===== src/verilog/flow_ctl_pkg.sv =====
// constants, register map and types for the per-port flow control block
// assumes a 40 MHz core clock and a 32-bit AXI4-Lite register slave
package flow_ctl_pkg;

	// ==========================================================
	// register indices, byte address is four times the index
	localparam logic [7:0] IDX_STA_LO = 8'h00;
	localparam logic [7:0] IDX_STA_HI = 8'h01;
	localparam logic [7:0] IDX_TX_QUANTA = 8'h07;
	localparam logic [7:0] IDX_FC_EN = 8'h12;
	localparam logic [7:0] IDX_HI_WM = 8'h20;
	localparam logic [7:0] IDX_LO_WM = 8'h21;
	localparam logic [7:0] IDX_THRESH = 8'h22;
	localparam logic [7:0] IDX_MODE = 8'h23;
	localparam logic [7:0] IDX_RX_FAIL = 8'h24;
	localparam logic [7:0] IDX_TX_FAIL = 8'h25;
	localparam logic [7:0] IDX_STATUS = 8'h26;

	// ==========================================================
	// reset values and field positions
	localparam logic [15:0] TX_QUANTA_RST = 16'h005E;
	localparam logic [2:0] FC_EN_RST = 3'h0;
	localparam logic [15:0] HI_WM_RST = 16'h0C00;
	localparam logic [15:0] LO_WM_RST = 16'h0400;
	localparam logic [15:0] THRESH_RST = 16'h0010;
	localparam logic [3:0] MODE_RST = 4'h2;
	localparam int FC_RX_BIT = 0;
	localparam int FC_TX_BIT = 1;
	localparam int FC_HD_BIT = 2;
	localparam int MODE_HALF_BIT = 2;
	localparam int MODE_PASS_BIT = 3;
	localparam logic [1:0] SPD_10M = 2'h0;
	localparam logic [1:0] SPD_100M = 2'h1;
	localparam logic [1:0] SPD_1G = 2'h2;
	localparam logic [1:0] RESP_OKAY = 2'h0;
	localparam logic [1:0] RESP_SLVERR = 2'h2;

	// ==========================================================
	// frame layout
	localparam logic [47:0] PAUSE_DA = 48'h0180_C200_0001;
	localparam logic [15:0] PAUSE_TYPE = 16'h8808;
	localparam logic [15:0] PAUSE_OPCODE = 16'h0001;
	localparam logic [4:0] HDR_DA_END = 5'h06;
	localparam logic [4:0] HDR_TYPE = 5'h0C;
	localparam logic [4:0] HDR_OP = 5'h0E;
	localparam logic [4:0] HDR_QUANTA = 5'h10;
	localparam logic [4:0] HDR_SAT = 5'h1F;
	localparam logic [5:0] GEN_FCS = 6'h3C;
	localparam logic [5:0] GEN_LAST = 6'h3F;
	localparam logic [31:0] CRC_POLY = 32'hEDB8_8320;
	localparam logic [31:0] CRC_INIT = 32'hFFFF_FFFF;
	localparam logic [31:0] CRC_RESIDUE = 32'hDEBB_20E3;

	// ==========================================================
	// one pause quantum (512 bit times) in core cycles, rounded down
	localparam int CLK_MHZ = 40;
	localparam int QUANTUM_NS_1G = 512;
	localparam int QUANTUM_NS_100M = 5120;
	localparam int QUANTUM_NS_10M = 51200;
	localparam logic [11:0] QCYC_1G = 12'((QUANTUM_NS_1G * CLK_MHZ) / 1000);
	localparam logic [11:0] QCYC_100M = 12'((QUANTUM_NS_100M * CLK_MHZ) / 1000);
	localparam logic [11:0] QCYC_10M = 12'((QUANTUM_NS_10M * CLK_MHZ) / 1000);

	// ==========================================================
	// external request codes and generator states
	localparam logic [2:0] REQ_XON = 3'h0;
	localparam logic [2:0] REQ_ALL = 3'h7;
	typedef enum logic {GEN_IDLE = 1'b0, GEN_SEND = 1'b1} gen_state_t;

endpackage : flow_ctl_pkg


===== src/verilog/flow_ctl_port.sv =====
// one port of flow control: frame check, pause generation and response
// assumes rx/tx byte streams on clk_i, async pause request pins
//
// Chosen here: the AXI4-Lite interface to the registers.
`timescale 1ns/1ps

module flow_ctl_port import flow_ctl_pkg::*; #(
	parameter int AW = 10,
	parameter int LW = 16,
	parameter logic [2:0] PORT_ID = 3'h0
) (
	input wire logic clk_i, // core clock 40 MHz
	input wire logic sys_rst_i, // async reset, high
	input wire logic [AW-1:0] s_axi_awaddr_i, // write address
	input wire logic s_axi_awvalid_i, // write address valid
	output logic s_axi_awready_o, // write address ready
	input wire logic [31:0] s_axi_wdata_i, // write data
	input wire logic [3:0] s_axi_wstrb_i, // byte strobes
	input wire logic s_axi_wvalid_i, // write data valid
	output logic s_axi_wready_o, // write data ready
	output logic [1:0] s_axi_bresp_o, // write response
	output logic s_axi_bvalid_o, // write response valid
	input wire logic s_axi_bready_i, // write response ready
	input wire logic [AW-1:0] s_axi_araddr_i, // read address
	input wire logic s_axi_arvalid_i, // read address valid
	output logic s_axi_arready_o, // read address ready
	output logic [31:0] s_axi_rdata_o, // read data
	output logic [1:0] s_axi_rresp_o, // read response
	output logic s_axi_rvalid_o, // read data valid
	input wire logic s_axi_rready_i, // read data ready
	input wire logic rx_valid_i, // receive byte valid
	input wire logic rx_sof_i, // first byte of frame
	input wire logic rx_eof_i, // last byte of frame
	input wire logic [7:0] rx_data_i, // receive byte
	input wire logic [LW-1:0] rx_fifo_level_i, // receive fifo fill
	output logic rx_drop_o, // mark frame for drop
	input wire logic tx_valid_i, // transmit byte valid
	input wire logic tx_sof_i, // first transmit byte
	input wire logic tx_eof_i, // last transmit byte
	input wire logic [7:0] tx_data_i, // transmit byte
	output logic tx_halt_o, // hold off next frame
	output logic pause_valid_o, // pause frame byte valid
	input wire logic pause_ready_i, // transmitter takes byte
	output logic pause_last_o, // last pause frame byte
	output logic [7:0] pause_data_o, // pause frame byte
	output logic force_collision_o, // collide current rx packet
	input wire logic [2:0] pause_request_select_i, // async request code
	input wire logic pause_request_strobe_i // async request strobe
);

	// ==========================================================
	// state
	typedef struct packed {
		logic aw_ok;
		logic w_ok;
		logic [7:0] aw_idx;
		logic [31:0] wdata;
		logic [3:0] wstrb;
		logic bvalid;
		logic [1:0] bresp;
		logic rvalid;
		logic [1:0] rresp;
		logic [31:0] rdata;
		logic [31:0] sta_lo;
		logic [31:0] sta_hi;
		logic [15:0] quanta;
		logic [2:0] fc_en;
		logic [LW-1:0] hi_wm;
		logic [LW-1:0] lo_wm;
		logic [15:0] thresh;
		logic [3:0] mode;
		logic [31:0] rx_fail;
		logic [31:0] tx_fail;
		logic [31:0] rx_crc;
		logic [31:0] tx_crc;
		logic [4:0] rx_idx;
		logic [47:0] rx_da;
		logic [15:0] rx_type;
		logic [15:0] rx_op;
		logic [15:0] rx_q;
		logic rx_drop;
		logic tx_busy;
		logic [11:0] qdiv;
		logic [15:0] rx_pq;
		logic halt;
		logic flow;
		logic [15:0] refresh;
		logic pend;
		logic [15:0] pend_q;
		gen_state_t gen;
		logic [5:0] gen_idx;
		logic [15:0] gen_q;
		logic [31:0] gen_crc;
		logic [7:0] gen_data;
		logic [3:0] sync1;
		logic [3:0] sync2;
		logic strobe_d;
		logic collide;
	} state_t;

	state_t st_r;
	state_t st_nxt;
	logic tick;
	logic ext_go;
	logic gen_ok;
	logic rx_bad;
	logic tx_bad;
	logic rx_pause_ok;

	// reflected crc-32, one byte
	function automatic logic [31:0] crc_step(input logic [31:0] c, input logic [7:0] d);
		logic [31:0] x;
		x = c ^ {24'h00_0000, d};
		for (int i = 0; i < 8; i++) begin
			x = x[0] ? ((x >> 1) ^ CRC_POLY) : (x >> 1);
		end
		return x;
	endfunction : crc_step

	// byte n of a pause frame; tail past the header is zero pad, then fcs
	function automatic logic [7:0] gen_byte(input logic [5:0] n, input logic [47:0] sa,
			input logic [15:0] q, input logic [31:0] c);
		logic [31:0] f;
		f = ~c;
		case (n)
			6'h00, 6'h01, 6'h02, 6'h03, 6'h04, 6'h05: gen_byte = PAUSE_DA[8'(6'h2F - 6'(n * 8)) -: 8];
			6'h06, 6'h07, 6'h08, 6'h09, 6'h0A, 6'h0B: gen_byte = sa[8'(6'h2F - 6'((n - 6) * 8)) -: 8];
			6'h0C: gen_byte = PAUSE_TYPE[15:8];
			6'h0D: gen_byte = PAUSE_TYPE[7:0];
			6'h0E: gen_byte = PAUSE_OPCODE[15:8];
			6'h0F: gen_byte = PAUSE_OPCODE[7:0];
			6'h10: gen_byte = q[15:8];
			6'h11: gen_byte = q[7:0];
			6'h3C: gen_byte = f[7:0];
			6'h3D: gen_byte = f[15:8];
			6'h3E: gen_byte = f[23:16];
			6'h3F: gen_byte = f[31:24];
			default: gen_byte = 8'h00;
		endcase
	endfunction : gen_byte

	function automatic logic [31:0] merge(input logic [31:0] o, input logic [31:0] d,
			input logic [3:0] s);
		for (int i = 0; i < 4; i++) begin
			if (s[i]) begin
				o[i*8 +: 8] = d[i*8 +: 8];
			end
		end
		return o;
	endfunction : merge

	// ==========================================================
	// next state
	always_comb begin
		logic [31:0] c;
		logic [31:0] rd;
		logic rd_ok;
		logic [11:0] qlim;
		logic [7:0] ri;
		logic [47:0] sa;
		logic pause_fmt;
		c = CRC_INIT;
		rd = 32'h0000_0000;
		rd_ok = 1'b1;
		qlim = QCYC_10M;
		ri = 8'(s_axi_araddr_i >> 2);
		sa = {st_r.sta_hi[15:0], st_r.sta_lo};
		pause_fmt = 1'b0;
		st_nxt = st_r;
		st_nxt.rx_drop = 1'b0;

		// register writes, address and data taken in either order
		if (s_axi_awvalid_i && s_axi_awready_o) begin
			st_nxt.aw_ok = 1'b1;
			st_nxt.aw_idx = 8'(s_axi_awaddr_i >> 2);
		end
		if (s_axi_wvalid_i && s_axi_wready_o) begin
			st_nxt.w_ok = 1'b1;
			st_nxt.wdata = s_axi_wdata_i;
			st_nxt.wstrb = s_axi_wstrb_i;
		end
		if (st_r.bvalid && s_axi_bready_i) begin
			st_nxt.bvalid = 1'b0;
		end
		if (st_r.aw_ok && st_r.w_ok && !st_r.bvalid) begin
			st_nxt.aw_ok = 1'b0;
			st_nxt.w_ok = 1'b0;
			st_nxt.bvalid = 1'b1;
			st_nxt.bresp = RESP_OKAY;
			case (st_r.aw_idx)
				IDX_STA_LO: st_nxt.sta_lo = merge(st_r.sta_lo, st_r.wdata, st_r.wstrb);
				IDX_STA_HI: st_nxt.sta_hi = merge(st_r.sta_hi, st_r.wdata, st_r.wstrb);
				IDX_TX_QUANTA: st_nxt.quanta = 16'(merge(32'(st_r.quanta), st_r.wdata, st_r.wstrb));
				IDX_FC_EN: st_nxt.fc_en = 3'(merge(32'(st_r.fc_en), st_r.wdata, st_r.wstrb));
				IDX_HI_WM: st_nxt.hi_wm = LW'(merge(32'(st_r.hi_wm), st_r.wdata, st_r.wstrb));
				IDX_LO_WM: st_nxt.lo_wm = LW'(merge(32'(st_r.lo_wm), st_r.wdata, st_r.wstrb));
				IDX_THRESH: st_nxt.thresh = 16'(merge(32'(st_r.thresh), st_r.wdata, st_r.wstrb));
				IDX_MODE: st_nxt.mode = 4'(merge(32'(st_r.mode), st_r.wdata, st_r.wstrb));
				IDX_RX_FAIL, IDX_TX_FAIL, IDX_STATUS: st_nxt.bresp = RESP_OKAY; // read only
				default: st_nxt.bresp = RESP_SLVERR;
			endcase
		end

		// register reads, answered one cycle after the address is taken
		case (ri)
			IDX_STA_LO: rd = st_r.sta_lo;
			IDX_STA_HI: rd = st_r.sta_hi;
			IDX_TX_QUANTA: rd = 32'(st_r.quanta);
			IDX_FC_EN: rd = 32'(st_r.fc_en);
			IDX_HI_WM: rd = 32'(st_r.hi_wm);
			IDX_LO_WM: rd = 32'(st_r.lo_wm);
			IDX_THRESH: rd = 32'(st_r.thresh);
			IDX_MODE: rd = 32'(st_r.mode);
			IDX_RX_FAIL: rd = st_r.rx_fail;
			IDX_TX_FAIL: rd = st_r.tx_fail;
			IDX_STATUS: rd = {12'h000, st_r.collide, st_r.gen, st_r.halt, st_r.flow, st_r.rx_pq};
			default: rd_ok = 1'b0;
		endcase
		if (st_r.rvalid && s_axi_rready_i) begin
			st_nxt.rvalid = 1'b0;
		end
		if (s_axi_arvalid_i && s_axi_arready_o) begin
			st_nxt.rvalid = 1'b1;
			st_nxt.rdata = rd;
			st_nxt.rresp = rd_ok ? RESP_OKAY : RESP_SLVERR;
		end

		// pause quantum divider follows the link speed
		case (st_r.mode[1:0])
			SPD_1G: qlim = QCYC_1G;
			SPD_100M: qlim = QCYC_100M;
			default: qlim = QCYC_10M;
		endcase
		tick = st_r.qdiv >= qlim - 12'h001;
		st_nxt.qdiv = tick ? 12'h000 : st_r.qdiv + 12'h001;

		// receive parse and checksum
		rx_bad = 1'b0;
		rx_pause_ok = 1'b0;
		if (rx_valid_i) begin
			c = crc_step(rx_sof_i ? CRC_INIT : st_r.rx_crc, rx_data_i);
			st_nxt.rx_crc = c;
			if (rx_sof_i) begin
				st_nxt.rx_idx = 5'h01;
				st_nxt.rx_da = {40'h00_0000_0000, rx_data_i};
			end else begin
				if (st_r.rx_idx != HDR_SAT) begin
					st_nxt.rx_idx = st_r.rx_idx + 5'h01;
				end
				if (st_r.rx_idx < HDR_DA_END) begin
					st_nxt.rx_da = {st_r.rx_da[39:0], rx_data_i};
				end
				if (st_r.rx_idx[4:1] == HDR_TYPE[4:1]) begin
					st_nxt.rx_type = {st_r.rx_type[7:0], rx_data_i};
				end
				if (st_r.rx_idx[4:1] == HDR_OP[4:1]) begin
					st_nxt.rx_op = {st_r.rx_op[7:0], rx_data_i};
				end
				if (st_r.rx_idx[4:1] == HDR_QUANTA[4:1]) begin
					st_nxt.rx_q = {st_r.rx_q[7:0], rx_data_i};
				end
			end
			if (rx_eof_i) begin
				rx_bad = c != CRC_RESIDUE;
				pause_fmt = st_r.rx_type == PAUSE_TYPE && st_r.rx_op == PAUSE_OPCODE;
				rx_pause_ok = pause_fmt && !rx_bad && st_r.fc_en[FC_RX_BIT]
					&& (st_r.rx_da == PAUSE_DA || st_r.rx_da == sa);
				st_nxt.rx_drop = pause_fmt && st_r.rx_da == PAUSE_DA
					&& st_r.fc_en[FC_RX_BIT] && !st_r.mode[MODE_PASS_BIT];
				if (rx_bad) begin
					st_nxt.rx_fail = st_r.rx_fail + 32'h0000_0001;
				end
			end
		end

		// received pause countdown, zero quanta releases at once
		if (rx_pause_ok) begin
			st_nxt.rx_pq = st_r.rx_q;
		end else if (tick && st_r.rx_pq != 16'h0000) begin
			st_nxt.rx_pq = st_r.rx_pq - 16'h0001;
		end

		// transmit monitor; halt only rises between frames
		tx_bad = 1'b0;
		if (tx_valid_i) begin
			c = crc_step(tx_sof_i ? CRC_INIT : st_r.tx_crc, tx_data_i);
			st_nxt.tx_crc = c;
			if (tx_sof_i) begin
				st_nxt.tx_busy = 1'b1;
			end
			if (tx_eof_i) begin
				st_nxt.tx_busy = 1'b0;
				tx_bad = c != CRC_RESIDUE;
				if (tx_bad) begin
					st_nxt.tx_fail = st_r.tx_fail + 32'h0000_0001;
				end
			end
		end
		st_nxt.halt = st_nxt.rx_pq != 16'h0000
			&& (st_r.halt || !(st_r.tx_busy || (tx_valid_i && tx_sof_i)));

		// pause generator takes the pending request when idle
		if (st_r.gen == GEN_IDLE && st_r.pend) begin
			st_nxt.pend = 1'b0;
			st_nxt.gen = GEN_SEND;
			st_nxt.gen_idx = 6'h00;
			st_nxt.gen_q = st_r.pend_q;
			st_nxt.gen_crc = CRC_INIT;
			st_nxt.gen_data = gen_byte(6'h00, sa, st_r.pend_q, CRC_INIT);
		end else if (st_r.gen == GEN_SEND && pause_ready_i) begin
			c = st_r.gen_idx < GEN_FCS ? crc_step(st_r.gen_crc, st_r.gen_data) : st_r.gen_crc;
			st_nxt.gen_crc = c;
			if (st_r.gen_idx == GEN_LAST) begin
				st_nxt.gen = GEN_IDLE;
			end else begin
				st_nxt.gen_idx = st_r.gen_idx + 6'h01;
				st_nxt.gen_data = gen_byte(st_r.gen_idx + 6'h01, sa, st_r.gen_q, c);
			end
		end

		// watermark hysteresis; refresh timer counts in quanta
		if (rx_fifo_level_i >= st_r.hi_wm) begin
			st_nxt.flow = 1'b1;
		end else if (rx_fifo_level_i < st_r.lo_wm) begin
			st_nxt.flow = 1'b0;
		end
		if (tick && st_r.refresh != 16'h0000) begin
			st_nxt.refresh = st_r.refresh - 16'h0001;
		end
		gen_ok = st_r.fc_en[FC_TX_BIT] && !st_r.mode[MODE_HALF_BIT];
		if (gen_ok) begin
			if (st_nxt.flow && (!st_r.flow || st_r.refresh <= st_r.thresh)) begin
				st_nxt.pend = 1'b1;
				st_nxt.pend_q = st_r.quanta;
				st_nxt.refresh = st_r.quanta;
			end else if (st_r.flow && !st_nxt.flow) begin
				st_nxt.pend = 1'b1;
				st_nxt.pend_q = 16'h0000;
			end
		end

		// external request pins, decoded after synchronisation
		st_nxt.sync1 = {pause_request_strobe_i, pause_request_select_i};
		st_nxt.sync2 = st_r.sync1;
		st_nxt.strobe_d = st_r.sync2[3];
		ext_go = st_r.sync2[3] && !st_r.strobe_d && st_r.fc_en[FC_TX_BIT];
		if (ext_go) begin
			if (st_r.sync2[2:0] == REQ_XON) begin
				st_nxt.pend = 1'b1;
				st_nxt.pend_q = 16'h0000;
			end else if (st_r.sync2[2:0] == REQ_ALL || st_r.sync2[2:0] == PORT_ID + 3'h1) begin
				st_nxt.pend = 1'b1;
				st_nxt.pend_q = st_r.quanta;
			end
		end

		// half duplex back-pressure decided at packet start only
		if (rx_valid_i && rx_sof_i) begin
			st_nxt.collide = st_r.mode[MODE_HALF_BIT] && st_r.fc_en[FC_HD_BIT] && st_r.flow;
		end else if (rx_valid_i && rx_eof_i) begin
			st_nxt.collide = 1'b0;
		end
	end

	// ==========================================================
	// state register
	always_ff @(posedge clk_i or posedge sys_rst_i) begin
		if (sys_rst_i) begin
			st_r <= '0;
			st_r.quanta <= TX_QUANTA_RST;
			st_r.fc_en <= FC_EN_RST;
			st_r.hi_wm <= LW'(HI_WM_RST);
			st_r.lo_wm <= LW'(LO_WM_RST);
			st_r.thresh <= THRESH_RST;
			st_r.mode <= MODE_RST;
			st_r.rx_crc <= CRC_INIT;
			st_r.tx_crc <= CRC_INIT;
			st_r.gen <= GEN_IDLE;
		end else begin
			st_r <= st_nxt;
		end
	end

	// ==========================================================
	// outputs; bus handshakes combinational, data from flops
	assign s_axi_awready_o = !st_r.aw_ok && !st_r.bvalid;
	assign s_axi_wready_o = !st_r.w_ok && !st_r.bvalid;
	assign s_axi_bvalid_o = st_r.bvalid;
	assign s_axi_bresp_o = st_r.bresp;
	assign s_axi_arready_o = !st_r.rvalid;
	assign s_axi_rvalid_o = st_r.rvalid;
	assign s_axi_rdata_o = st_r.rdata;
	assign s_axi_rresp_o = st_r.rresp;
	assign rx_drop_o = st_r.rx_drop;
	assign tx_halt_o = st_r.halt;
	assign pause_valid_o = st_r.gen == GEN_SEND;
	assign pause_last_o = st_r.gen == GEN_SEND && st_r.gen_idx == GEN_LAST;
	assign pause_data_o = st_r.gen_data;
	assign force_collision_o = st_r.collide;

	// ==========================================================
	// checks
	a_rx_fail_count: assert property (@(posedge clk_i) disable iff (sys_rst_i)
		rx_bad |=> st_r.rx_fail == $past(st_r.rx_fail) + 32'h0000_0001)
		else $error("rx check failure not counted");
	a_tx_fail_count: assert property (@(posedge clk_i) disable iff (sys_rst_i)
		!tx_bad |=> st_r.tx_fail == $past(st_r.tx_fail))
		else $error("tx failure count moved without a bad frame");
	a_high_halts: assert property (@(posedge clk_i) disable iff (sys_rst_i)
		gen_ok && !st_r.flow && rx_fifo_level_i >= st_r.hi_wm && !ext_go
		|=> st_r.pend && st_r.pend_q == $past(st_r.quanta))
		else $error("high watermark did not request a halt frame");
	a_low_resumes: assert property (@(posedge clk_i) disable iff (sys_rst_i)
		gen_ok && st_r.flow && rx_fifo_level_i < st_r.lo_wm && !ext_go
		|=> st_r.pend && st_r.pend_q == 16'h0000)
		else $error("low watermark did not request a resume frame");
	a_frame_start: assert property (@(posedge clk_i) disable iff (sys_rst_i)
		$rose(pause_valid_o) |-> pause_data_o == PAUSE_DA[47:40] && st_r.gen_idx == 6'h00)
		else $error("pause frame did not start with reserved address");
	a_rx_pause_load: assert property (@(posedge clk_i) disable iff (sys_rst_i)
		rx_pause_ok |=> st_r.rx_pq == $past(st_r.rx_q))
		else $error("received pause quanta not loaded");
	a_no_truncate: assert property (@(posedge clk_i) disable iff (sys_rst_i)
		st_r.tx_busy && !st_r.halt |=> !tx_halt_o)
		else $error("halt raised inside a transmit frame");
	a_ext_xon: assert property (@(posedge clk_i) disable iff (sys_rst_i)
		ext_go && st_r.sync2[2:0] == REQ_XON |=> st_r.pend && st_r.pend_q == 16'h0000)
		else $error("code zero did not request a resume frame");
	a_ext_all: assert property (@(posedge clk_i) disable iff (sys_rst_i)
		ext_go && st_r.sync2[2:0] == REQ_ALL |=> st_r.pend && st_r.pend_q == $past(st_r.quanta))
		else $error("code seven did not request a halt frame");
	a_new_collide: assert property (@(posedge clk_i) disable iff (sys_rst_i)
		rx_valid_i && rx_sof_i && st_r.mode[MODE_HALF_BIT] && st_r.fc_en[FC_HD_BIT] && st_r.flow
		|=> force_collision_o)
		else $error("flow state did not collide new packet");
	a_countdown: assert property (@(posedge clk_i) disable iff (sys_rst_i)
		tick && st_r.rx_pq != 16'h0000 && !rx_pause_ok
		|=> st_r.rx_pq == $past(st_r.rx_pq) - 16'h0001)
		else $error("pause countdown did not step");

endmodule : flow_ctl_port


===== config.mk =====
export PLATFORM = sky130hd
export DESIGN_NAME = flow_ctl_port
export DESIGN_NICKNAME = d
export VERILOG_FILES = /design/src/verilog/flow_ctl_pkg.sv /design/src/verilog/flow_ctl_port.sv
export SDC_FILE = /design/constraint.sdc
export NUM_CORES = 2
export LEC_CHECK = 0
export ABC_AREA = 0
export BUFFER_PORTS_ARGS = -buffer_cell sky130_fd_sc_hd__buf_2
export CORE_MARGIN = 4
export CORE_UTILIZATION = 49
export CTS_CLUSTER_DIAMETER = 120
export DETAILED_ROUTE_END_ITERATION = 16
export PLACE_DENSITY = 0.66
export SLEW_MARGIN = 30
export SYNTH_ARGS = -nofsm -noshare
export SYNTH_HDL_FRONTEND = slang
export SYNTH_SLANG_ARGS = --single-unit

===== constraint.sdc =====
create_clock -name clk_i -period 24.9 [get_ports clk_i]
set_input_delay 2.49 -clock clk_i [delete_from_list [all_inputs] [get_ports clk_i]]
set_output_delay 2.49 -clock clk_i [all_outputs]
set_load 0.02 [all_outputs]

* After elaboration in Yosys (flattened, before gate mapping) *
Cells that the tools add are included.

storage, ports and cells
  bits in registers = 586
  bits in latches = 0
  bits in writable memories = 0
  bits in read-only memories = 0
  input bits = 106
  output and inout port bits = 54
  logic and storage cells = 329
  memories = 0

cells by class
  $add $sub $neg = 11
  multipliers = 0
  div/mod/pow operators = 0
  magnitude comparators = 6
  equal/unequal tests = 56
  shift-type cells = 2
  muxes and demuxes = 72
  bitwise logic cells = 30
  reductions and logical operators = 97

operator list
  operator                   number
  $mux W32                   27
  $pmux W32 S11              1
  $not A13 Y14               24
  $eq A8 B6 Y1 const B       14
  $xor A32 B8 Y32            3
  $pmux W8 S11               1
  $mux W17                   5
  $mux W40                   2
  $reduce_and A3 Y1          23
  $add A32 B1 Y32 const B    2
  $mux W16                   4
  $ne A32 B32 Y1 const B     2
  $shiftx A55 B9 Y8          1
  $shiftx A55 B9 Y8 const A  1
  $mux W53                   1
  $eq A48 B41 Y1 const B     1
  $eq A48 B48 Y1             1
  $mux W48                   1
  $reduce_bool A16 Y1        3
  $eq A6 B4 Y1 const B       7
  $mux W35                   1
  $mux W33                   1
  $logic_and A1 B1 Y1        32
  $not A32 Y32               1
  other kinds (50)           115

* Depth between registers and ports, before layout *
  depth after elaboration = 28
  depth in mapped cells = 15
  gate-level depth less buffers = 13

* Worst setup path after synthesis *
Ideal clock, no wire load.

  kind = input -> register
  start point = input port rx_data_i[2]
  end point = register st_r[114] (netlist bit)
  library setup time = 0.125 ns
  arrival time = 5.296 ns
  required time = 24.775 ns
  slack = 19.479 ns
  stages on the path = 11
  cell sequence = buf_4 > xnor2_2 > or3_1 > nand2_2 > xnor3_1 > mux2i_1 > a2111o_1 > a2111o_1 > a21oi_4 > buf_8 > mux2_4

RTL lines
  element               line                  text
  start, declared       flow_ctl_port.sv:34   input wire logic [7:0] rx_data_i,
  end signal, assigned  flow_ctl_port.sv:380  st_r <= st_nxt;
  end, declared         flow_ctl_port.sv:101  state_t st_r;

==> flow_metrics.env <==
export IMPL_status="complete, no violations"
export IMPL_wirelength_um=93850
export IMPL_ys_warn_count=0
export IMPL_die_area_um2=71100
export IMPL_synth_top_area_share_pct=38.93
export IMPL_postCtsSetupBuffers=0
export IMPL_cts_tree="built"
export IMPL_min_period_ns=6.359
export IMPL_rows=94
export IMPL_syn_avg_cell_area_um2=10.69
export IMPL_syn_cell_area_um2=32780
export IMPL_synth_common_cells="dfrtp_1, xnor2_1, mux2_2"
export IMPL_cp_data_arrival_time_ns=6.86
export IMPL_ant_nets=0
export IMPL_drc=0
export IMPL_synthCells=3067
export IMPL_yosysTopAreaCell="dfrtp_1"
export IMPL_synth_area_top_cells="dfrtp_1, mux2_2, xnor2_1"
export IMPL_cp_required_ns=25.40
export IMPL_synth_cell_types=87
export IMPL_max_freq_ghz=0.1572
export IMPL_end_kind="flop"
export IMPL_layout_nets=3302
export IMPL_wire_per_inst_um=23.23
export IMPL_drt_iter0_markers=2286
export IMPL_grt_max_degree=157
export IMPL_fin_ws_ns=18.54
export IMPL_area_growth_pct=10.43
export IMPL_drt_pass1_iterations=7
export IMPL_r2r_start="st_r[66]$_DFFE_PP0P_"
export IMPL_fin_tns_setup_ns=0
export IMPL_clock_latency_ns=0.62
export IMPL_cts_resized=0
export IMPL_start_util_pct=49.69
export IMPL_yosysSeqAreaShare_pct=44.86
export IMPL_max_cap_viol_count=0
export IMPL_worst_hold_path_endpoint="st_r[3]$_DFF_PP0_"
export IMPL_hpwlAfterDp_um=68100
export IMPL_powerDensity_nw_per_um2=111.8
export IMPL_numCtsBuffers=67
export IMPL_rr_worst_depth=10
export IMPL_hold_worst_slack_ns=0.3472
export IMPL_critPathKind="input port to flop"
export IMPL_fp_coreArea_um2=65980
export IMPL_ys_seq_elements=584
export IMPL_ios=160
export IMPL_vias=24410
export IMPL_finalSetupViolations=0
export IMPL_tightest_slew_ns=0.9502
export IMPL_port_buffers=153
export IMPL_layout_drive_gt1_share_pct=22.38
export IMPL_slew_headroom_pct=36.42
export IMPL_synthFlopType="dfrtp_1"
export IMPL_fin_crit_sh_pct=25.54
export IMPL_synth_edf_count=0
export IMPL_grt_antenna_before_repair=6
export IMPL_avgViaCountPerCell=6.042
export IMPL_path_clk_slew_ns=0.06
export IMPL_hp_class="flop to flop"
export IMPL_clockBufferDepth=3
export IMPL_hold_violations=0
export IMPL_finClkSkew_ns=0.02580
export IMPL_htree_levels=3
export IMPL_synth_most_common_cell="dfrtp_1"
export IMPL_die_width_um=266.7
export IMPL_grt_pass1_vias=24380
export IMPL_final_cells=4040
export IMPL_ir_drop_v=0.00009137
export IMPL_routabilityCongestion=0.9321
export IMPL_pre_cts_ws_ns=17.98
export IMPL_path_max_fanout=51
export IMPL_track_usage_pct=26.11
export IMPL_grt_overflow=0
export IMPL_synthArstFlopShare_pct=100.0
export IMPL_startpoint_type="input port"
export IMPL_die_h_um=266.7
export IMPL_p_leak_nw=16.27
export IMPL_clock_sinks=584
export IMPL_min_path_cells=0
export IMPL_dpl_cell_count=3915
export IMPL_cts_hold_buf=0
export IMPL_crit_start="rx_sof_i"
export IMPL_maxSlewViolCount=0
export IMPL_hp_start="st_nxt[3]$_DFF_PP0_"
export IMPL_r2r_end="pause_data_o[3]$_DFFE_PP0P_"
export IMPL_grt_setup_unrepaired="no"
export IMPL_grt_pass1_wl_um=145400
export IMPL_root_buffer="clkbuf_16"
export IMPL_reg2reg_slack_ns=20.57
## worst max-delay path: stages
cell and delay (ns):
buf_2 0.07, buf_4 0.48, inv_1 0.42, a21oi_1 0.34
nor2_2 0.14, inv_2 0.15, ha_1 0.21, and4_1 0.19
nand3_1 0.09, a2111oi_0 0.39, nand4b_1 0.16, a2111o_1 0.39
buf_4 0.27, a21oi_4 0.60, mux2_2 0.42
## stage by stage
step	util [%]	total power [mW]	area [um^2]
floorplan	-	2.629	32790
global placement	51.42	2.981	33930
detailed placement	51.45	3.028	33950
CTS	54.84	4.051	36190
global route	54.86	4.278	36200
finish	54.87	4.047	36200
## cell usage in the layout, fill, tap and decap left out, drive strengths merged, types with 25 or more instances in the layout
cell type    n
a21oi      123
nand2      210
clkbuf      98
buf        186
dfrtp      510
inv         94
a222oi      34
xnor2      300
xor2       103
a22o        66
and3        32
o21ai      116
nand4       70
a21o        43
and2        25
nand3       67
nor4        40
mux2       290
nor2       217
nor3        46
mux2i       36
ha          76
a22oi       36
dfstp       74
## worst max path at each step
stage / end
after floorplan: force_collision_o$_DFFE_PP0P_
after global routing: st_r[108]$_DFF_PP0_
after global placement: st_r[109]$_DFF_PP0_
after detailed placement: st_r[108]$_DFF_PP0_
after CTS: st_r[108]$_DFF_PP0_
final: st_r[108]$_DFF_PP0_
## cells by family (layout without fill, tap and decap cells)
| group | count (synthesis) | after routing | synth area share (%) |
|---|---|---|---|
| AND/OR/NAND/NOR | 820 | 820 | 12.67 |
| XOR/XNOR | 428 | 428 | 12.67 |
| flip-flops | 584 | 584 | 44.86 |
| buffers and inverters | 293 | 398 | 4.107 |
| other | 1 | 5 | 0.01144 |
| multiplexers | 333 | 333 | 11.66 |
| adder cells (fa/ha/maj) | 77 | 77 | 2.931 |
| AO/OA/AOI/OAI | 531 | 531 | 11.10 |
## flip-flops by register name, indices dropped and copies added (netlist names), 5 cells and up
register and flops:
st_r 531, s_axi_rdata_o 32, pause_data_o 8, st_nxt 5
## metal layers
layer,GRT usage [%],share of wire (%),vias up
li1,-,-,11020
met1,36.57,44,12290
met2,41.10,46,914
met3,4.480,6.9,196
met4,9.637,4.0,0
met5,0,0,-
## report_power, final
group	switching [mW]	internal, mW	leakage (nW)
sequential	0.274	1.18	7.57
clock	0.414	0.590	1.09
combinational	0.842	0.749	7.62
total	1.53	2.52	16.3
## final cells by class
class,count,area [um^2]
diodes,3,7.507
clock buffers,98,1903
clock inverters,24,332.8
fillers,5694,29780
inverters,90,350.3
multi-input cells,2191,16780
flip-flops and latches,584,14710
well taps,864,1081
repair buffers,186,1037
No activity file was read; power rests on OpenSTA's default activity.
